[src/core/rpm_pkg.sv]
package rpm_pkg;
   // ----------------------------------------
   // register map
   // ----------------------------------------
   localparam logic [7:0] RPM_STATUS_OFS  = 8'h2C;
   localparam logic [7:0] RPM_CTRL_OFS    = 8'h30;
   localparam logic [7:0] RPM_MODE_OFS    = 8'h34;
   // status bit positions
   localparam int RPM_SLEEP_BIT  = 7;
   localparam int RPM_TOUT_BIT   = 6;
   localparam int RPM_IDLE_BIT   = 5;
   localparam int RPM_BOR_BIT    = 4;
   localparam int RPM_STACK_ERROR_FLAG_BIT  = 2;
   localparam logic [7:0] RPM_STATUS_MASK = 8'hF4;
   // ctrl bit positions
   localparam int RPM_CTRL_IDLE  = 0;
   localparam int RPM_CTRL_SLEEP = 1;
   // ----------------------------------------
   // vectors and timing
   // ----------------------------------------
   localparam logic [12:0] RPM_RESET_VEC = 13'h0000;
   localparam logic [12:0] RPM_IRQ_VEC   = 13'h0004;
   localparam int RPM_LS_CYCLES = 2048;
   localparam int RPM_HS_CYCLES = 1024;
   localparam logic [1:0] RPM_RESP_OKAY   = 2'h0;
   localparam logic [1:0] RPM_RESP_SLVERR = 2'h2;
   typedef enum logic [1:0] {RPM_RUN, RPM_IDLE, RPM_SLEEP} rpm_mode_e;
   typedef enum logic [1:0] {RPM_READY, RPM_WAIT_LS, RPM_WAIT_HS} rpm_seq_e;
endpackage : rpm_pkg

[src/core/rpm_ctrl.sv]
// Local design decision: the AXI4-Lite register port.
`timescale 1ns/10ps
// Summary of operation
// - run mode: cpu executes and every peripheral keeps running
// - idle instruction halts cpu, peripherals run, sets idle flag
// - watchdog expiry in idle wakes cpu as interrupt, not reset
// - sleep instruction stops cpu and all oscillators, sets sleep flag
// - interrupt from a still-running peripheral wakes chip from sleep
// - wake by interrupt loads program counter with interrupt vector
// - exactly four reset sources: brown-out, pin, watchdog, stack error
// - after any reset the cpu fetches from address zero
// - brown-out and pin resets hold cpu until start-up count ends
// - watchdog and stack resets restart quickly without start-up count
// - start-up delay is 2048 low-speed then 1024 high-speed cycles
// - reset validity per mode: watchdog not in sleep, stack run only
// - brown-out held while supply low, sets flag, cannot be disabled
// - pin reset held while pin low, start-up count runs once pin returns high
// - watchdog expiry in run gives quick reset and sets timeout flag
// - stack overflow or underflow gives quick reset, sets stack flag
// - per-source flag effects: brown-out, pin, watchdog, stack
// - four flags cleared by brown-out, pin reset or software zero
// - brown-out flag cleared only by software writing zero
// - low-speed oscillator stops in sleep, restarts on wake
module rpm_ctrl
   import rpm_pkg::*;
#(
   parameter int LS_CYCLES = RPM_LS_CYCLES,
   parameter int HS_CYCLES = RPM_HS_CYCLES
) (
   input  wire logic        aclk,
   input  wire logic        aresetn,
   input  wire logic        aclk_en,
   // axi4-lite slave
   input  wire logic [7:0]  s_awaddr,
   input  wire logic        s_awvalid,
   output logic             s_awready,
   input  wire logic [31:0] s_wdata,
   input  wire logic [3:0]  s_wstrb,
   input  wire logic        s_wvalid,
   output logic             s_wready,
   output logic [1:0]       s_bresp,
   output logic             s_bvalid,
   input  wire logic        s_bready,
   input  wire logic [7:0]  s_araddr,
   input  wire logic        s_arvalid,
   output logic             s_arready,
   output logic [31:0]      s_rdata,
   output logic [1:0]       s_rresp,
   output logic             s_rvalid,
   input  wire logic        s_rready,
   // cpu side
   input  wire logic        idle_instr,
   input  wire logic        sleep_instruction,
   input  wire logic        irq_pending,
   input  wire logic        irq_wake_capable,
   input  wire logic        watchdog_timer_expired,
   input  wire logic        stack_error,
   output logic             cpu_halt,
   output logic             cpu_reset,
   output logic             pc_load,
   output logic [12:0]      pc_value,
   output logic             watchdog_irq,
   // reset sources
   input  wire logic        brownout_low,
   input  wire logic        reset_pin_n,
   // oscillators
   input  wire logic        low_speed_rc_osc_tick,
   input  wire logic        high_speed_rc_osc_tick,
   output logic             high_speed_rc_osc_en,
   output logic             low_speed_rc_osc_en,
   output logic             crystal_osc_en,
   output logic             periph_clk_en
);
   // ----------------------------------------
   // decode
   // ----------------------------------------
   rpm_mode_e   mode_reg;
   rpm_mode_e   mode_next;
   rpm_seq_e    seq_reg;
   rpm_seq_e    seq_next;
   logic [11:0] cnt_reg;
   logic [11:0] cnt_next;
   logic [7:0]  status_reg;
   logic [7:0]  status_next;
   logic        quick_reg;

   wire hw_rst   = brownout_low | ~reset_pin_n;
   wire in_run   = (mode_reg == RPM_RUN);
   wire in_idle  = (mode_reg == RPM_IDLE);
   wire in_sleep = (mode_reg == RPM_SLEEP);
   wire wdt_rst  = watchdog_timer_expired & in_run;
   wire stack_error_flag_rst = stack_error & in_run;
   wire quick_rst = (wdt_rst | stack_error_flag_rst) & ~hw_rst;
   wire wake_idle = in_idle & (irq_pending | watchdog_timer_expired);
   wire wake_sleep = in_sleep & irq_pending & irq_wake_capable;
   wire wake     = (wake_idle | wake_sleep) & ~hw_rst;
   wire seq_busy = (seq_reg != RPM_READY);

   // ----------------------------------------
   // axi4-lite slave
   // ----------------------------------------
   logic aw_held;
   logic w_held;
   logic [7:0] aw_addr;
   logic [31:0] w_data;
   logic [3:0] w_strb;
   wire aw_take = s_awvalid & s_awready;
   wire w_take  = s_wvalid & s_wready;
   wire wr_go   = (aw_held | aw_take) & (w_held | w_take) & ~s_bvalid;
   wire [7:0] wa   = aw_take ? s_awaddr : aw_addr;
   wire [31:0] wd  = w_take ? s_wdata : w_data;
   wire [3:0] ws   = w_take ? s_wstrb : w_strb;
   wire wr_status  = wr_go & (wa == RPM_STATUS_OFS) & ws[0];
   wire wr_ok      = (wa == RPM_STATUS_OFS) | (wa == RPM_CTRL_OFS)
                     | (wa == RPM_MODE_OFS);
   wire rd_status  = (s_araddr == RPM_STATUS_OFS);
   wire rd_mode    = (s_araddr == RPM_MODE_OFS);
   wire rd_ok      = rd_status | rd_mode | (s_araddr == RPM_CTRL_OFS);
   wire [31:0] rd_word = rd_status ? {24'h000000, status_reg} :
                         rd_mode ? {28'h0000000, seq_busy,
                                    1'b0, mode_reg} : 32'h00000000;

   assign s_awready = ~aw_held & ~s_bvalid;
   assign s_wready  = ~w_held & ~s_bvalid;
   assign s_arready = ~s_rvalid;

   always_ff @(posedge aclk) begin
      if (!aresetn) begin
         aw_held  <= 1'b0;
         w_held   <= 1'b0;
         aw_addr  <= 8'h00;
         w_data   <= 32'h00000000;
         w_strb   <= 4'h0;
         s_bvalid <= 1'b0;
         s_bresp  <= RPM_RESP_OKAY;
         s_rvalid <= 1'b0;
         s_rdata  <= 32'h00000000;
         s_rresp  <= RPM_RESP_OKAY;
      end else if (aclk_en) begin
         if (wr_go) begin
            aw_held  <= 1'b0;
            w_held   <= 1'b0;
            s_bvalid <= 1'b1;
            s_bresp  <= wr_ok ? RPM_RESP_OKAY : RPM_RESP_SLVERR;
         end else begin
            if (aw_take) begin
               aw_held <= 1'b1;
               aw_addr <= s_awaddr;
            end
            if (w_take) begin
               w_held <= 1'b1;
               w_data <= s_wdata;
               w_strb <= s_wstrb;
            end
            if (s_bvalid && s_bready) begin
               s_bvalid <= 1'b0;
            end
         end
         if (s_arvalid && s_arready) begin
            s_rvalid <= 1'b1;
            s_rdata  <= rd_word;
            s_rresp  <= rd_ok ? RPM_RESP_OKAY : RPM_RESP_SLVERR;
         end else if (s_rvalid && s_rready) begin
            s_rvalid <= 1'b0;
         end
      end
   end

   // ----------------------------------------
   // status flags
   // ----------------------------------------
   // hardware set wins over a software write of zero in the same cycle
   always_comb begin
      status_next = status_reg;
      if (wr_status) begin
         status_next = status_reg & wd[7:0];
      end
      if (hw_rst) begin
         status_next[RPM_SLEEP_BIT] = 1'b0;
         status_next[RPM_TOUT_BIT]  = 1'b0;
         status_next[RPM_IDLE_BIT]  = 1'b0;
         status_next[RPM_STACK_ERROR_FLAG_BIT] = 1'b0;
      end
      if (brownout_low) begin
         status_next[RPM_BOR_BIT] = 1'b1;
      end
      if (!hw_rst) begin
         if (wdt_rst) begin
            status_next[RPM_TOUT_BIT] = 1'b1;
         end
         if (stack_error_flag_rst) begin
            status_next[RPM_STACK_ERROR_FLAG_BIT] = 1'b1;
         end
         if (in_run && !seq_busy && !quick_rst) begin
            if (sleep_instruction) begin
               status_next[RPM_SLEEP_BIT] = 1'b1;
            end else if (idle_instr) begin
               status_next[RPM_IDLE_BIT] = 1'b1;
            end
         end
      end
      status_next = status_next & RPM_STATUS_MASK;
   end

   // ----------------------------------------
   // mode and start-up sequence
   // ----------------------------------------
   always_comb begin
      mode_next = mode_reg;
      if (hw_rst || quick_rst) begin
         mode_next = RPM_RUN;
      end else if (wake) begin
         mode_next = RPM_RUN;
      end else if (in_run && !seq_busy) begin
         if (sleep_instruction) begin
            mode_next = RPM_SLEEP;
         end else if (idle_instr) begin
            mode_next = RPM_IDLE;
         end
      end
   end

   always_comb begin
      seq_next = seq_reg;
      cnt_next = cnt_reg;
      case (seq_reg)
         RPM_WAIT_LS: begin
            if (low_speed_rc_osc_tick) begin
               if (cnt_reg == 12'(LS_CYCLES - 1)) begin
                  seq_next = RPM_WAIT_HS;
                  cnt_next = 12'h000;
               end else begin
                  cnt_next = cnt_reg + 12'h001;
               end
            end
         end
         RPM_WAIT_HS: begin
            if (high_speed_rc_osc_tick) begin
               if (cnt_reg == 12'(HS_CYCLES - 1)) begin
                  seq_next = RPM_READY;
               end else begin
                  cnt_next = cnt_reg + 12'h001;
               end
            end
         end
         default: begin
            seq_next = RPM_READY;
         end
      endcase
      if (hw_rst) begin
         seq_next = RPM_WAIT_LS;
         cnt_next = 12'h000;
      end
   end

   always_ff @(posedge aclk) begin
      if (!aresetn) begin
         mode_reg   <= RPM_RUN;
         seq_reg    <= RPM_WAIT_LS;
         cnt_reg    <= 12'h000;
         status_reg <= 8'h00;
         quick_reg  <= 1'b0;
      end else if (aclk_en) begin
         mode_reg   <= mode_next;
         seq_reg    <= seq_next;
         cnt_reg    <= cnt_next;
         status_reg <= status_next;
         quick_reg  <= quick_rst;
      end
   end

   // ----------------------------------------
   // outputs
   // ----------------------------------------
   // one combined cpu reset, release fetches from the reset vector
   assign cpu_reset = hw_rst | seq_busy | quick_reg;
   assign cpu_halt  = ~in_run;
   assign pc_load   = cpu_reset | wake;
   assign pc_value  = cpu_reset ? RPM_RESET_VEC : RPM_IRQ_VEC;
   assign watchdog_irq = in_idle & watchdog_timer_expired;
   // oscillators run unless sleeping; counting needs them during reset
   assign low_speed_rc_osc_en  = ~in_sleep | hw_rst;
   assign high_speed_rc_osc_en = ~in_sleep | hw_rst;
   assign crystal_osc_en       = ~in_sleep;
   assign periph_clk_en        = ~in_sleep;

   // ----------------------------------------
   // checks
   // ----------------------------------------
   bor_flag_set_a: assert property (@(posedge aclk) disable iff (!aresetn)
      aclk_en && brownout_low |=> status_reg[RPM_BOR_BIT])
      else $error("brown-out flag not set");
   hw_clears_a: assert property (@(posedge aclk) disable iff (!aresetn)
      aclk_en && hw_rst |=> status_reg[RPM_STACK_ERROR_FLAG_BIT] == 1'b0)
      else $error("stack flag survived hardware reset");
   bor_sticky_a: assert property (@(posedge aclk) disable iff (!aresetn)
      aclk_en && status_reg[RPM_BOR_BIT] && !wr_status
      |=> status_reg[RPM_BOR_BIT])
      else $error("brown-out flag lost without write");
   wdt_quick_a: assert property (@(posedge aclk) disable iff (!aresetn)
      aclk_en && wdt_rst && !hw_rst
      |=> status_reg[RPM_TOUT_BIT] && cpu_reset)
      else $error("watchdog reset missing");
   idle_wdt_irq_a: assert property (@(posedge aclk) disable iff (!aresetn)
      in_idle && watchdog_timer_expired
      |-> watchdog_irq && !wdt_rst)
      else $error("watchdog in idle became reset");
   stack_error_flag_run_a: assert property (@(posedge aclk) disable iff (!aresetn)
      !in_run |-> !stack_error_flag_rst)
      else $error("stack reset outside run");
   sleep_osc_a: assert property (@(posedge aclk) disable iff (!aresetn)
      in_sleep && !hw_rst |-> !low_speed_rc_osc_en)
      else $error("oscillator running in sleep");
   hold_reset_a: assert property (@(posedge aclk) disable iff (!aresetn)
      aclk_en && hw_rst |=> seq_reg == RPM_WAIT_LS && cpu_reset)
      else $error("start-up count not restarted");
   wake_vec_a: assert property (@(posedge aclk) disable iff (!aresetn)
      wake && !cpu_reset |-> pc_load && pc_value == RPM_IRQ_VEC)
      else $error("wake vector wrong");

   // ----------------------------------------
   // mode, vector and count checks
   // ----------------------------------------
   idle_flag_a: assert property (@(posedge aclk) disable iff (!aresetn)
      aclk_en && !hw_rst && !quick_rst && in_run && !seq_busy
      && idle_instr && !sleep_instruction
      |=> status_reg[RPM_IDLE_BIT] && in_idle)
      else $error("idle entry missing");
   sleep_flag_a: assert property (@(posedge aclk) disable iff (!aresetn)
      aclk_en && !hw_rst && !quick_rst && in_run && !seq_busy
      && sleep_instruction
      |=> status_reg[RPM_SLEEP_BIT] && in_sleep)
      else $error("sleep entry missing");
   sleep_clk_a: assert property (@(posedge aclk) disable iff (!aresetn)
      in_sleep |-> !crystal_osc_en && !periph_clk_en && cpu_halt)
      else $error("clock running in sleep");
   sleep_wake_a: assert property (@(posedge aclk) disable iff (!aresetn)
      aclk_en && in_sleep && !hw_rst && irq_pending && irq_wake_capable
      |=> in_run)
      else $error("no wake from sleep");
   sleep_hold_a: assert property (@(posedge aclk) disable iff (!aresetn)
      aclk_en && in_sleep && !hw_rst && !irq_wake_capable |=> in_sleep)
      else $error("sleep left without wake source");
   reset_vec_a: assert property (@(posedge aclk) disable iff (!aresetn)
      cpu_reset |-> pc_load && pc_value == RPM_RESET_VEC)
      else $error("reset vector wrong");
   run_clocks_a: assert property (@(posedge aclk) disable iff (!aresetn)
      in_run |-> !cpu_halt && periph_clk_en)
      else $error("run mode not running");
   sleep_wdt_a: assert property (@(posedge aclk) disable iff (!aresetn)
      in_sleep |-> !wdt_rst && !watchdog_irq)
      else $error("watchdog acted in sleep");
   stack_error_flag_flag_a: assert property (@(posedge aclk) disable iff (!aresetn)
      aclk_en && stack_error_flag_rst && !hw_rst
      |=> status_reg[RPM_STACK_ERROR_FLAG_BIT] && cpu_reset)
      else $error("stack reset missing");
   pin_hold_a: assert property (@(posedge aclk) disable iff (!aresetn)
      !reset_pin_n |-> cpu_reset && pc_value == RPM_RESET_VEC)
      else $error("pin reset not held");
   quick_skip_a: assert property (@(posedge aclk) disable iff (!aresetn)
      aclk_en && quick_rst && !hw_rst && !seq_busy |=> !seq_busy)
      else $error("quick reset ran start-up count");
   sw_clear_a: assert property (@(posedge aclk) disable iff (!aresetn)
      aclk_en && wr_status && !wd[RPM_TOUT_BIT] && !hw_rst && !wdt_rst
      |=> !status_reg[RPM_TOUT_BIT])
      else $error("timeout flag not cleared");
   count_end_a: assert property (@(posedge aclk) disable iff (!aresetn)
      aclk_en && !hw_rst && seq_reg == RPM_WAIT_HS && high_speed_rc_osc_tick
      && cnt_reg == 12'(HS_CYCLES - 1)
      |=> !seq_busy)
      else $error("start-up count did not end");
endmodule : rpm_ctrl

[config.mk]
export PLATFORM = sky130hd
export DESIGN_NAME = rpm_ctrl
export DESIGN_NICKNAME = d
export VERILOG_FILES = /design/src/core/rpm_pkg.sv /design/src/core/rpm_ctrl.sv
export SDC_FILE = /design/constraint.sdc
export NUM_CORES = 1
export LEC_CHECK = 0
export ABC_AREA = 1
export BUFFER_PORTS_ARGS = -buffer_cell sky130_fd_sc_hd__buf_4
export CAP_MARGIN = 20
export CORE_MARGIN = 2
export CORE_UTILIZATION = 30
export DETAILED_ROUTE_END_ITERATION = 8
export GPL_TIMING_DRIVEN = 1
export HOLD_SLACK_MARGIN = 0.06
export SLEW_MARGIN = 20
export SYNTH_ARGS = -nofsm -noshare
export SYNTH_HDL_FRONTEND = slang
export SYNTH_SLANG_ARGS = --single-unit
[constraint.sdc]
create_clock -name aclk -period 1.94 [get_ports aclk]
set_input_delay 0.097 -clock aclk [delete_from_list [all_inputs] [get_ports aclk]]
set_output_delay 0.097 -clock aclk [all_outputs]
set_load 0.02 [all_outputs]
Word level (Yosys, flattened, before mapping)

Cells that the tools add are included.

Word-level logic and storage cells: 149
Input bits: 70
Bits in registers: 79

Equal/unequal tests: 17
Reduce and logical (&&, ||, !) cells: 29
$add $sub $neg: 1
Mux-type cells: 46
Bitwise operators: 40

Operators with widths:

| kind                                                                    | number |
|---|---|
| 12-bit 2-to-1 mux                                                       | 5 |
| 8-bit by 6-bit equality test with 1-bit output, second input constant   | 6 |
| 8-bit 2-to-1 mux                                                        | 4 |
| 2-bit 2-to-1 mux                                                        | 12 |
| 12-bit case mux with 2 select lines                                     | 1 |
| 1-bit 2-to-1 mux                                                        | 19 |
| 1-bit AND                                                               | 16 |
| 2-bit AND reduction                                                     | 8 |
| 3-bit inequality test, second input constant                            | 5 |
| 1-bit bitwise OR                                                        | 14 |
| 12-bit by 1-bit adder with 12-bit output, second input constant         | 1 |
| 12-bit by 10-bit equality test with 1-bit output, second input constant | 1 |
| 12-bit by 11-bit equality test with 1-bit output, second input constant | 1 |
| 2-bit nonzero test                                                      | 6 |
| 5-bit AND reduction                                                     | 2 |
| 3-bit 2-to-1 mux                                                        | 3 |
| 1-bit inverter                                                          | 9 |
| 8-bit AND                                                               | 1 |
| 3-bit nonzero test                                                      | 2 |
| 1-bit logical AND                                                       | 5 |
| 2-bit by 1-bit equality test with 1-bit output, second input constant   | 2 |
| 2-bit equality test, second input constant                              | 2 |
| 4-bit 2-to-1 mux                                                        | 1 |
| 2-bit case mux with 2 select lines                                      | 1 |
| 5 further kinds                                                         | 6 |

Depth between registers and ports, before layout

Gate-level depths: netlist of the first run.

Depth in word-level cells: 14
Mapped depth: 13

Least setup slack after synthesis of the first run

Ideal clock, no wire load.

Path kind: register to register
Start: register s_bvalid
End: register status_reg[7]
Buffers on the path: 0
Data arrival time: 1,539 ps
Library setup time: 134 ps
Stages on the path, launching flop included: 10
Data required time: 1,806 ps
Slack: 267 ps
Clock period less this slack: 1,673 ps
Path through: dfxtp_1 -> nor2_2 -> nand2_2 -> or2_2 -> o21ai_0 -> nand4_1 -> nand2_1 -> nand2_1 -> nand2_1 -> a21oi_1

Cells in the longest elaborated chain, start to end: 13
Elaborated cells between the ends (all ways): 21
Classes of those cells: 1 x eq/ne; 8 x mux; 12 x bitwise

Ends and longest elaborated chain:

| element                 | line            | text |
|---|---|---|
| start, declared         | rpm_ctrl.sv:42  | `output logic s_bvalid,` |
| start signal, assigned  | rpm_ctrl.sv:134 | `s_bvalid <= 1'b0;` |
| start signal, assigned  | rpm_ctrl.sv:143 | `s_bvalid <= 1'b1;` |
| start signal, assigned  | rpm_ctrl.sv:156 | `s_bvalid <= 1'b0;` |
| 1-bit inverter (*)      | rpm_ctrl.sv:124 | `assign s_wready = ~w_held & ~s_bvalid;` |
| 1-bit AND (*)           | rpm_ctrl.sv:124 |  |
| via s_wready            | rpm_ctrl.sv:40  | `output logic s_wready,` |
| 1-bit AND (*)           | rpm_ctrl.sv:108 | `wire w_take = s_wvalid & s_wready;` |
| 1-bit bitwise OR        | rpm_ctrl.sv:109 | `wire wr_go = (aw_held \| aw_take) & (w_held \| w_take) & ~s_bvalid;` |
| 1-bit AND (2 in series) | rpm_ctrl.sv:109 |  |
| 1-bit AND (2 in series) | rpm_ctrl.sv:113 | `wire wr_status = wr_go & (wa == RPM_STATUS_OFS) & ws[0];` |
| 8-bit 2-to-1 mux (*)    | rpm_ctrl.sv:175 | `if (wr_status) begin` |
| 3-bit 2-to-1 mux (*)    | rpm_ctrl.sv:178 | `if (hw_rst) begin` |
| 1-bit 2-to-1 mux        | rpm_ctrl.sv:195 | `if (sleep_instruction) begin` |
| 1-bit 2-to-1 mux        | rpm_ctrl.sv:194 | `if (in_run && !seq_busy && !quick_rst) begin` |
| 3-bit 2-to-1 mux (*)    | rpm_ctrl.sv:187 | `if (!hw_rst) begin` |
| end signal, assigned    | rpm_ctrl.sv:267 | `status_reg <= status_next;` |
| end, declared           | rpm_ctrl.sv:83  | `logic [7:0] status_reg;` |

Mark *: on every way through the listed nets, which the timed path passes. The rest lies on a longest branch. The select of a mux whose other input is x is not followed.
A chain may end at the register's enable or synchronous reset.

Worst setup path in the final report of the first run

Start: register cnt_reg[1]
End: register cnt_reg[2]

Cells in the longest elaborated chain, start to end: 5
Elaborated cells between the ends (all ways): 11
Classes of those cells: 1 x add/sub; 3 x eq/ne; 6 x mux; 1 x reduce/logical

Ends and longest elaborated chain:

| element                                                                                                      | line                                              | text |
|---|---|---|
| start, declared                                                                                              | rpm_ctrl.sv:81                                    | `logic [11:0] cnt_reg;` |
| start signal, assigned                                                                                       | rpm_ctrl.sv:266                                   | `cnt_reg <= cnt_next;` |
| 12-bit by 1-bit adder with 12-bit output or 12-bit by 11-bit equality test with 1-bit output (tied branches) | rpm_ctrl.sv:233, rpm_ctrl.sv:242, rpm_ctrl.sv:229 |  |
| 12-bit 2-to-1 mux (on tied branches)                                                                         | rpm_ctrl.sv:239, rpm_ctrl.sv:229                  |  |
| 12-bit 2-to-1 mux (on tied branches)                                                                         | rpm_ctrl.sv:238, rpm_ctrl.sv:228                  |  |
| 12-bit case mux with 2 select lines                                                                          | rpm_ctrl.sv:226                                   | `case (seq_reg)` |
| 12-bit 2-to-1 mux                                                                                            | rpm_ctrl.sv:250                                   | `if (hw_rst) begin` |

Parallel ways exist; a longest one is shown, timed or not. The select of a mux whose other input is x is not followed.

==> reports/qor_table.md, run 1 <==
| Result | This run |
|:---|:---|
| Setup slack of the most critical reg-to-reg path | 0.14 ns |
| Crit share post-route | 0.929 |
| TritonCTS clock tree | yes |
| Gate Count Post-Synth | 422 |
| Leakage power total | 0.00152 uW |
| Internal portion of total power | 1540 uW |
| Wire length of the first global-routing pass | 10800 um |
| Layout cells sized above 1 | 0.231 |
| Number of placement rows | 36 |
| Number of placed instances, taps included | 609 |
| Routed len/inst | 11.2 um |
| Share of total power in combinational logic | 0.251 |
| Max Transition Viols Final | 0 |
| Post-synthesis register bit count | 50 |
| Worst reg-to-reg path cell count | 12 |
| ANT cells | 0 |
| Top-Level Pins | 132 |
| Sequential cell area fraction in the yosys report | 0.338 |
| Non-filler instance count after layout | 618 |
| Total grt overflow | 0 |
| # DRC | 0 |
| Async set-reset flop share out of synthesis | 0 |
| H-tree depth | 2 |
| CTS sink cnt | 50 |
| Post-synth EDFFs | 0 |
| Most frequently used flop master after synthesis | sky130_fd_sc_hd__dfxtp_1 |
| Post-route setup slack | 0.138 ns |
| Synth area leaders | sky130_fd_sc_hd__dfxtp_1, sky130_fd_sc_hd__buf_4, sky130_fd_sc_hd__nand2_1 |
| Category of the worst setup path capture point | flip-flop |
| Worst Path Class, Setup | flip-flop to flip-flop |
| Via/cell ratio | 4.53 |
| Reported max-cap violation count | 0 |
| Result of the run | finished, final reports clean |
| Vert. Die Dim | 103 um |
| Fmax | 555 MHz |
| Hold Vio Cnt, Final | 0 |
| Area Overhead vs Synth | 19.3% |
| Switch Pwr | 762 uW |
| Total vias in the final route | 2801 |
| Core Box Area | 9680 sq um |
| HPWL Detailed | 5290 um |
| Number of buffers added by the clock tree synthesis step | 5 |
| Capture point of the worst reg-to-reg path | cnt_reg[2] |
| Number of flip-flops in the largest register | 12 |
| Number of antenna violations at the first check in global routing | 0 |
| Pwr Density | 650 nW/um^2 |
| Clock latency at the later pin of the worst-skew pair | 0.31 ns |
| Sw Ratio | 0.331 |
| Fill cells | 1035 |
| Total length of routed wires | 6950 um |
| Startpoint class of the critical path | flip-flop |
| Type of the worst min-delay path | input pin to flip-flop |
| Post-synth design cell area | 2960 sq um |
| Critical path arrival | 2.00 ns |
| Area after DPL | 3420 sq um |
| Total Die Area | 10700 sq um |
| Count of buffers inserted at the top-level ports | 63 |
| Total global-route track usage | 0.127 |
| Hold Crit Depth | 4 |
| CTS max path bufs | 2 |
| Effective utilization at floorplan | 0.306 |
| Violation count after the first detailed-route iteration | 120 |
| Clock share of power | 0.258 |
| Worst ir drop on vdd | 0.000265 V |
| Die Wd | 103 um |
| Max-slew headroom at the worst pin | 0.498 |
| Maximum fanout along the worst path | 12 |
| Transition time of the tightest slew-check pin | 0.752 ns |
| Root cell of the clock tree | sky130_fd_sc_hd__clkbuf_8 |
| Via count of the first global-routing pass | 2536 |
| Finish-stage setup viols | 0 |
| Nets | 556 |
| Pre-antenna DRT Iters | 4 |
| Data required time of the critical path | 2.14 ns |
| Syn avg cell area | 7.02 sq um |
| Crit path time final | 1.80 ns |
| Number of unique standard cell types used by synthesis | 40 |
| Pin count of the biggest net entering global routing | 28 |
| Fin area | 3530 sq um |
| Post-placement worst setup slack | 0.0668 ns |
| Clock edge transition at the registers on the reported setup and hold paths | 0.10 ns |
| Biggest area consumer among synthesized cells | sky130_fd_sc_hd__dfxtp_1 |
| Summed negative setup slack over all endpoints | 0 ns |
| Hold_sp | s_bready |
| Weighted congestion at the end of routability-driven global placement | 0.796 |
| Worst hold-check slack | 0.0501 ns |
| Sequential cell fraction of total power | 0.491 |
| Endpoint of the worst hold path | s_bvalid |
| Worst reg2reg startpoint | cnt_reg[1] |
| Detail Route Antenna Nets | 0 |
| Top-area cell type share of the netlist area | 0.338 |
| Post-CTS setup-driven buffer insertion count | 0 |
| Final Skew | 0.00755 ns |
| Synth warnings | 0 |
critical path, cell delays in order, from the launching register on:
cell and delay, ns:
sky130_fd_sc_hd__dfxtp_1 0.37, sky130_fd_sc_hd__ha_2 0.21, sky130_fd_sc_hd__nand2_2 0.08, sky130_fd_sc_hd__nor2_4 0.14, sky130_fd_sc_hd__nand2_2 0.10, sky130_fd_sc_hd__nor2_4 0.11
sky130_fd_sc_hd__nand3_2 0.08, sky130_fd_sc_hd__nand2_2 0.07, sky130_fd_sc_hd__nand2_2 0.08, sky130_fd_sc_hd__nand2_8 0.12, sky130_fd_sc_hd__inv_2 0.10, sky130_fd_sc_hd__o21ai_0 0.17
sky130_fd_sc_hd__nor2_1 0.06
final cells by class:
cell class,count,area (sq um),share of cell area
Clock buffer,5,68.8,0.0195
Clock inverter,2,10.0,0.00283
Inverter,39,146,0.0414
Multi-Input combinational cell,320,1620,0.458
Sequential cell,50,1000,0.284
Tap cell,133,166,0.0471
Timing Repair Buffer,69,520,0.147
per-stage QoR:
step,total power [uW],util
floorplan,1600,-
global placement,1710,0.353
detailed placement,1720,0.353
CTS,2310,0.362
global route,2430,0.365
finish,2300,0.365
power groups by stage:
stage                     clock (uW)  combinational [uW]  sequential (uW)
after floorplan                    0                 443             1160
after global placement             0                 559             1150
after detailed placement           0                 568             1150
after CTS                        608                 573             1130
after global routing             643                 647             1140
final                            594                 576             1130
worst max path at each step:
stage | endpoint | startpoint | cells past startpoint
6_report | cnt_reg[2] | cnt_reg[1] | 12
5_1_grt | cnt_reg[2] | cnt_reg[1] | 12
4_1_cts | cnt_reg[2] | cnt_reg[0] | 12
3_5_place_dp | cnt_reg[2] | cnt_reg[0] | 12
3_3_place_gp | cnt_reg[2] | cnt_reg[0] | 12
2_1_floorplan | status_reg[7] | s_bvalid | 9
repair_timing:
| item | 4_1_cts | 5_1_grt |
|---|---|---|
| gates resized for setup | 0 | 4 |
| setup endpoints to repair | 0 | 10 |
| endpoints found under the hold margin | 1 | 0 |
| hold buffers | 1 | 0 |
cells by family after synthesis:
logic type,count (synthesis),share of synthesized area
flip-flops,50,0.338
AND/OR/NAND/NOR,193,0.311
buffers and inverters,90,0.170
other,1,0.00127
XOR/XNOR,2,0.00591
AO/OA/AOI/OAI,84,0.166
multiplexers,1,0.00338
adder cells (fa/ha/maj),1,0.00422
synth_stat cells, drive strengths merged, types with 2 or more instances:
| master | instances |
|---|---|
| a211oi | 7 |
| a21oi | 31 |
| a31oi | 5 |
| and3 | 2 |
| buf | 45 |
| clkbuf | 6 |
| dfxtp | 50 |
| inv | 38 |
| nand2 | 80 |
| nand3 | 18 |
| nand3b | 4 |
| nand4 | 10 |
| nor2 | 59 |
| nor3 | 13 |
| o21ai | 38 |
| or2 | 5 |
| xnor2 | 2 |
metal layers:
| metal | vias to the layer above | share of wire | track usage |
|---|---|---|---|
| li1 | 1443 | - | - |
| met2 | 67 | 0.49 | 0.226 |
| met1 | 1283 | 0.45 | 0.150 |
| met4 | 0 | 0.011 | 0.0405 |
| met3 | 8 | 0.051 | 0.0302 |
| met5 | - | 0 | 0 |
cells in the final DEF (no fill, tap or decap), types with 10 or more instances in the layout:
| cell type | count |
|---|---|
| sky130_fd_sc_hd__a21oi_1 | 25 |
| sky130_fd_sc_hd__inv_1 | 36 |
| sky130_fd_sc_hd__conb_1 | 38 |
| sky130_fd_sc_hd__buf_4 | 68 |
| sky130_fd_sc_hd__dfxtp_1 | 48 |
| sky130_fd_sc_hd__nor3_1 | 13 |
| sky130_fd_sc_hd__o21ai_0 | 29 |
| sky130_fd_sc_hd__nand4_1 | 10 |
| sky130_fd_sc_hd__nand2_1 | 72 |
| sky130_fd_sc_hd__nor2_1 | 52 |
| sky130_fd_sc_hd__nand3_1 | 17 |
(Power assumes the default switching activity.)
==> run 2, diff against run 1 <==
--- a/config.mk
+++ b/config.mk
@@ -9,10 +9,11 @@
 export BUFFER_PORTS_ARGS = -buffer_cell sky130_fd_sc_hd__buf_4
 export CAP_MARGIN = 20
 export CORE_MARGIN = 2
-export CORE_UTILIZATION = 30
+export CORE_UTILIZATION = 44
 export DETAILED_ROUTE_END_ITERATION = 8
 export GPL_TIMING_DRIVEN = 1
 export HOLD_SLACK_MARGIN = 0.06
+export PLACE_DENSITY = 0.75
 export SLEW_MARGIN = 20
 export SYNTH_ARGS = -nofsm -noshare
 export SYNTH_HDL_FRONTEND = slang
==> run 2 against run 1 <==
Against the previous run:
- hold slack improved by 0.019 ns
- first-iteration DRC count fell by 21%
- non-clock buffer count rose by 2
- critical path depth did not move
- final area fell by 0.99%
- clock-buffer cell count did not move
==> reports/qor_table.md, run 2 (synthesis results as in run 1) <==
| Result | This run |
|:---|:---|
| Die Wd | 86.1 um |
| Leakage power total | 0.00154 uW |
| # DRC | 0 |
| Hold Vio Cnt, Final | 0 |
| Max-slew headroom at the worst pin | 0.466 |
| Crit share post-route | 0.923 |
| Post-route setup slack | 0.148 ns |
| Effective utilization at floorplan | 0.461 |
| Via count of the first global-routing pass | 2540 |
| Type of the worst min-delay path | input pin to flip-flop |
| Number of buffers and inverters on the critical path | 1 |
| Root cell of the clock tree | sky130_fd_sc_hd__clkbuf_8 |
| Finish-stage setup viols | 0 |
| Data required time of the critical path | 2.10 ns |
| Post-CTS setup-driven buffer insertion count | 0 |
| ANT cells | 0 |
| Total length of routed wires | 6570 um |
| Pre-antenna DRT Iters | 4 |
| Violation count after the first detailed-route iteration | 95 |
| Result of the run | finished, final reports clean |
| Count of buffers inserted at the top-level ports | 63 |
| Pwr Density | 692 nW/um^2 |
| Detail Route Antenna Nets | 0 |
| Worst hold-check slack | 0.0695 ns |
| Clock edge transition at the registers on the reported setup and hold paths | 0.09 ns |
| Fmax | 558 MHz |
| Most frequent cell on the critical path | sky130_fd_sc_hd__nand2_2 |
| Total grt overflow | 0 |
| CTS sink cnt | 50 |
| Crit path time final | 1.79 ns |
| Number of antenna violations at the first check in global routing | 0 |
| Nets | 557 |
| Pin count of the biggest net entering global routing | 28 |
| Via/cell ratio | 4.90 |
| Fin area | 3500 sq um |
| Crit path max-delay cell type | sky130_fd_sc_hd__dfxtp_2 |
| Number of flip-flops in the largest register | 12 |
| Maximum single-stage delay on the critical path | 0.38 ns |
| Final Skew | 0.00737 ns |
| Weighted congestion at the end of routability-driven global placement | 0.808 |
| Area after DPL | 3370 sq um |
| Summed negative setup slack over all endpoints | 0 ns |
| Clock latency at the later pin of the worst-skew pair | 0.30 ns |
| Total global-route track usage | 0.180 |
| Area Overhead vs Synth | 18.1% |
| Startpoint class of the critical path | flip-flop |
| Total Die Area | 7410 sq um |
| RSZ-0062 raised after global routing | no |
| Most frequent cells in the layout | sky130_fd_sc_hd__nand2_1, sky130_fd_sc_hd__buf_4, sky130_fd_sc_hd__nor2_1 |
| CP delay by family, top | simple AND/OR/NAND/NOR gates |
| Transition time of the tightest slew-check pin | 0.800 ns |
| Post-placement worst setup slack | 0.0724 ns |
| Number of buffers added by the clock tree synthesis step | 5 |
| Total vias in the final route | 2765 |
| HPWL Detailed | 5010 um |
| Layout cells sized above 1 | 0.234 |
| Sequence of cells on the critical path | ha_2 > nand2_2 > nor2_4 > nand2_2 > nor2_4 > nand3_2 > nand2_2 > nand2_2 > nand2_8 > inv_2 > nor2_1 > a211oi_2 |
| Fill cells | 633 |
| Most frequent standard cell in the layout excluding fill and tap cells | sky130_fd_sc_hd__nand2_1 |
| Max Transition Viols Final | 0 |
| Maximum fanout along the worst path | 12 |
| Reported max-cap violation count | 0 |
| Routed len/inst | 11.6 um |
| Vert. Die Dim | 86.1 um |
| CTS max path bufs | 2 |
| Wire length of the first global-routing pass | 10900 um |
| Category of the worst setup path capture point | flip-flop |
| TritonCTS clock tree | yes |
| Multi-input combinational cell area | 1610 sq um |
| Top-Level Pins | 132 |
| Sequential standard cell area | 1000 sq um |
| Number of placement rows | 29 |
| Worst Path Class, Setup | flip-flop to flip-flop |
| Critical path arrival | 1.95 ns |
| Core Box Area | 6420 sq um |
| H-tree depth | 2 |
| Worst ir drop on vdd | 0.000395 V |
-- run 2: changes by cell type in the layout (fill, tap and decap cells not counted), sizes merged --
cell,change
buf,+2
bufinv,+1
nor2,-1
-- run 2: tightest hold or removal path, delay by kind of cell --
| family | cells | cell delay (ns) |
|---|---|---|
| AOI/OAI and AO/OA | 1 | 0.06 |
| buffers and inverters | 1 | 0.08 |
| and+or+nand+nor | 2 | 0.09 |
-- run 2: routing by layer --
| metal | track usage | up-vias | share of wire |
|---|---|---|---|
| met3 | 0.0289 | 2 | 0.047 |
| met4 | 0.0548 | 0 | 0.0062 |
| met5 | 0 | - | 0 |
| met2 | 0.338 | 80 | 0.52 |
| li1 | - | 1441 | - |
| met1 | 0.206 | 1242 | 0.43 |
-- run 2: worst paths after layout --
path | start | to | slack, ns | cells after the start
min | s_bready | s_bvalid | 0.07 | 4
max | cnt_reg[0] | cnt_reg[1] | 0.15 | 12
max reg2reg | cnt_reg[0] | cnt_reg[1] | 0.15 | 12
min reg2reg | aw_addr[1] | aw_addr[1] | 0.46 | 2
-- run 2: area by class of cell --
cell class / instances / share of cell area
multi-input cells: 319 / 0.460
repair buffers: 71 / 0.153
clock buffers: 5 / 0.0197
well taps: 77 / 0.0275
flip-flops and latches: 50 / 0.286
clock inverters: 3 / 0.0114
inverters: 39 / 0.0418
-- run 2: metrics by stage --
step,power (uW),util,std cells
floorplan,1600,-,459
global placement,1700,0.524,555
detailed placement,1720,0.524,555
CTS,2440,0.543,564
global route,2570,0.545,564
finish,2420,0.545,564
-- run 2: timing repair --
action	CTS	global route
endpoints found under the setup margin	0	12
resized for setup	0	5
endpoints found under the hold margin	1	0
hold buffers	1	0
-- run 2: power breakdown --
group	total, uW	switching (uW)	internal, uW
registers	1120	39.5	1090
clock network	722	342	380
logic	576	366	210
total	2420	748	1670
==> run 3, diff against run 2 <==
--- a/config.mk
+++ b/config.mk
@@ -8,12 +8,14 @@
 export ABC_AREA = 1
 export BUFFER_PORTS_ARGS = -buffer_cell sky130_fd_sc_hd__buf_4
 export CAP_MARGIN = 20
+export CELL_PAD_IN_SITES_DETAIL_PLACEMENT = 2
+export CELL_PAD_IN_SITES_GLOBAL_PLACEMENT = 2
 export CORE_MARGIN = 2
-export CORE_UTILIZATION = 44
+export CORE_UTILIZATION = 24
 export DETAILED_ROUTE_END_ITERATION = 8
 export GPL_TIMING_DRIVEN = 1
 export HOLD_SLACK_MARGIN = 0.06
-export PLACE_DENSITY = 0.75
+export PLACE_DENSITY_LB_ADDON = 0.1
 export SLEW_MARGIN = 20
 export SYNTH_ARGS = -nofsm -noshare
 export SYNTH_HDL_FRONTEND = slang
==> run 3 against run 2 <==
Against the previous run:
- global-route usage fell by 4.5 points
- critical endpoint is now cnt_reg[10]
- total power up 7.6%
- register-to-register slack hardly changed
- die area rose by 79%
- cell count grew 12%
- highest routed layer unchanged
- critical path type unchanged
- sequential power hardly changed
- core utilization down 24 points
- wire length is 35% higher
- final area rose by 3.3%
==> reports/qor_table.md, run 3 (synthesis results as in run 1) <==
| Result | This run |
|:---|:---|
| Result of the run | finished, final reports clean |
| CTS sink cnt | 50 |
| Total global-route track usage | 0.135 |
| Sequence of cells on the critical path | ha_2 > nand2_2 > nor2_4 > nand2_2 > nor2_4 > nand3_2 > nand2_2 > nand2_2 > nand2_4 > inv_2 > nand4_1 > a21oi_2 |
| Met3 WL | 310 um |
| Type of the worst min-delay path | input pin to flip-flop |
| Startpoint class of the critical path | flip-flop |
| Effective utilization at floorplan | 0.247 |
| Max-slew headroom at the worst pin | 0.411 |
| RSZ-0062 raised after global routing | no |
| Leakage power total | 0.00154 uW |
| Via count of the first global-routing pass | 2966 |
| Layout cells sized above 1 | 0.237 |
| Root cell of the clock tree | sky130_fd_sc_hd__clkbuf_16 |
| Count of buffers inserted at the top-level ports | 63 |
| Clock edge transition at the registers on the reported setup and hold paths | 0.07 ns |
| Post-layout utilization of the core | 0.301 |
| Crit share post-route | 0.923 |
| Summed negative setup slack over all endpoints | 0 ns |
| Top-Level Pins | 132 |
| Hold buffers post-CTS | 0 |
| Maximum fanout along the worst path | 9 |
| Clock latency at the later pin of the worst-skew pair | 0.29 ns |
| Data required time of the critical path | 2.08 ns |
| CTS max path bufs | 2 |
| Number of buffers added by the clock tree synthesis step | 5 |
| Uppermost signal routing layer after detailed routing | met4 |
| Nets | 557 |
| Final Skew | 0.00716 ns |
| Hold Vio Cnt, Final | 0 |
| Detail Route Antenna Nets | 0 |
| Post-CTS setup-driven buffer insertion count | 0 |
| Number of placement rows | 40 |
| Max Transition Viols Final | 0 |
| Worst ir drop on vdd | 0.000307 V |
| Most frequent cells in the layout | sky130_fd_sc_hd__nand2_1, sky130_fd_sc_hd__buf_4, sky130_fd_sc_hd__nor2_1 |
| Crit path time final | 1.79 ns |
| Maximum single-stage delay on the critical path | 0.37 ns |
| Most frequent cell on the critical path | sky130_fd_sc_hd__nand2_2 |
| Total Die Area | 13300 sq um |
| Via/cell ratio | 4.53 |
| ANT cells | 0 |
| HPWL Detailed | 6770 um |
| Weighted congestion at the end of routability-driven global placement | 0.710 |
| Total length of routed wires | 8840 um |
| Reported max-cap violation count | 0 |
| Violation count after the first detailed-route iteration | 64 |
| Total grt overflow | 0 |
| Core Box Area | 12000 sq um |
| Area Overhead vs Synth | 22.0% |
| Die Wd | 115 um |
| # DRC | 0 |
| Pin count of the biggest net entering global routing | 28 |
| Critical path arrival | 1.93 ns |
| Vert. Die Dim | 115 um |
| Pwr Density | 722 nW/um^2 |
| TritonCTS clock tree | yes |
| Most frequent standard cell in the layout excluding fill and tap cells | sky130_fd_sc_hd__nand2_1 |
| Routed len/inst | 14.0 um |
| Category of the worst setup path capture point | flip-flop |
| Crit path max-delay cell type | sky130_fd_sc_hd__dfxtp_4 |
| Finish-stage setup viols | 0 |
| Number of flip-flops in the largest register | 12 |
| Routed wire length on met2 | 4270 um |
| Fmax | 558 MHz |
| Transition time of the tightest slew-check pin | 0.882 ns |
| Total vias in the final route | 2866 |
| Number of antenna violations at the first check in global routing | 0 |
| # resized after CTS | 0 |
| Wire length of the first global-routing pass | 14200 um |
| Post-route met1 wirelength | 4190 um |
| Worst Path Class, Setup | flip-flop to flip-flop |
| H-tree depth | 2 |
| Pre-antenna DRT Iters | 4 |
==> run 3: cell types whose count changed in the layout (fill, tap and decap cells not counted), moves of 2 or more <==
cell	previous run	this run
sky130_fd_sc_hd__clkbuf_16	0	5
sky130_fd_sc_hd__clkinv_2	2	0
sky130_fd_sc_hd__clkbuf_8	5	0
sky130_fd_sc_hd__clkinvlp_4	0	2
==> run 3: worst paths after layout <==
kind              depth (start not counted)       start  slack [ns]           to
hold reg to reg                           2  aw_addr[1]        0.45   aw_addr[1]
setup / recovery                         12  cnt_reg[0]        0.15  cnt_reg[10]
setup reg to reg                         12  cnt_reg[0]        0.15  cnt_reg[10]
hold / removal                            4    s_rready        0.07     s_rvalid
==> run 3: layout make-up <==
type,instances,area [sq um]
clock buffer,5,125
multi-input combinational,320,1610
sequential,50,1010
clock inverter,2,15.0
fill,1456,8400
tap,147,184
timing repair buffer,70,529
inverter,39,146
==> run 3: per-layer routing <==
layer  global-route usage  vias to the layer above
met5                    0                        -
met4               0.0313                        0
met3               0.0258                        8
met2                0.236                       56
met1                0.171                     1364
li1                     -                     1438
==> run 3: through the flow <==
stage                     setup slack (ns)  hold WS, ns  area [sq um]  total power (uW)  std cells
after floorplan                      0.267        0.245          3100              1600        459
after global placement              0.0760        0.371          3450              1730        625
after detailed placement            0.0525        0.387          3450              1750        625
after CTS                          0.00719       0.0636          3590              2660        632
after global routing                0.0133       0.0931          3610              2770        633
final                                0.149       0.0688          3610              2610        633
==> run 3: worst max-delay path: cells and delay by family, from the launching register on <==
kind                     cells  cell delay [ns]
AND/OR/NAND/NOR              9             0.90
flip-flops                   1             0.37
buffers and inverters        1             0.11
adder cells (fa/ha/maj)      1             0.20
AO/OA/AOI/OAI                1             0.06
==> run 3: power breakdown <==
group	internal, uW	total [uW]	leakage [uW]	switching [uW]
logic	207	593	0.00107	386
clock network	472	887	0.0000619	415
registers	1090	1130	0.000410	43.0
total	1760	2610	0.00154	844
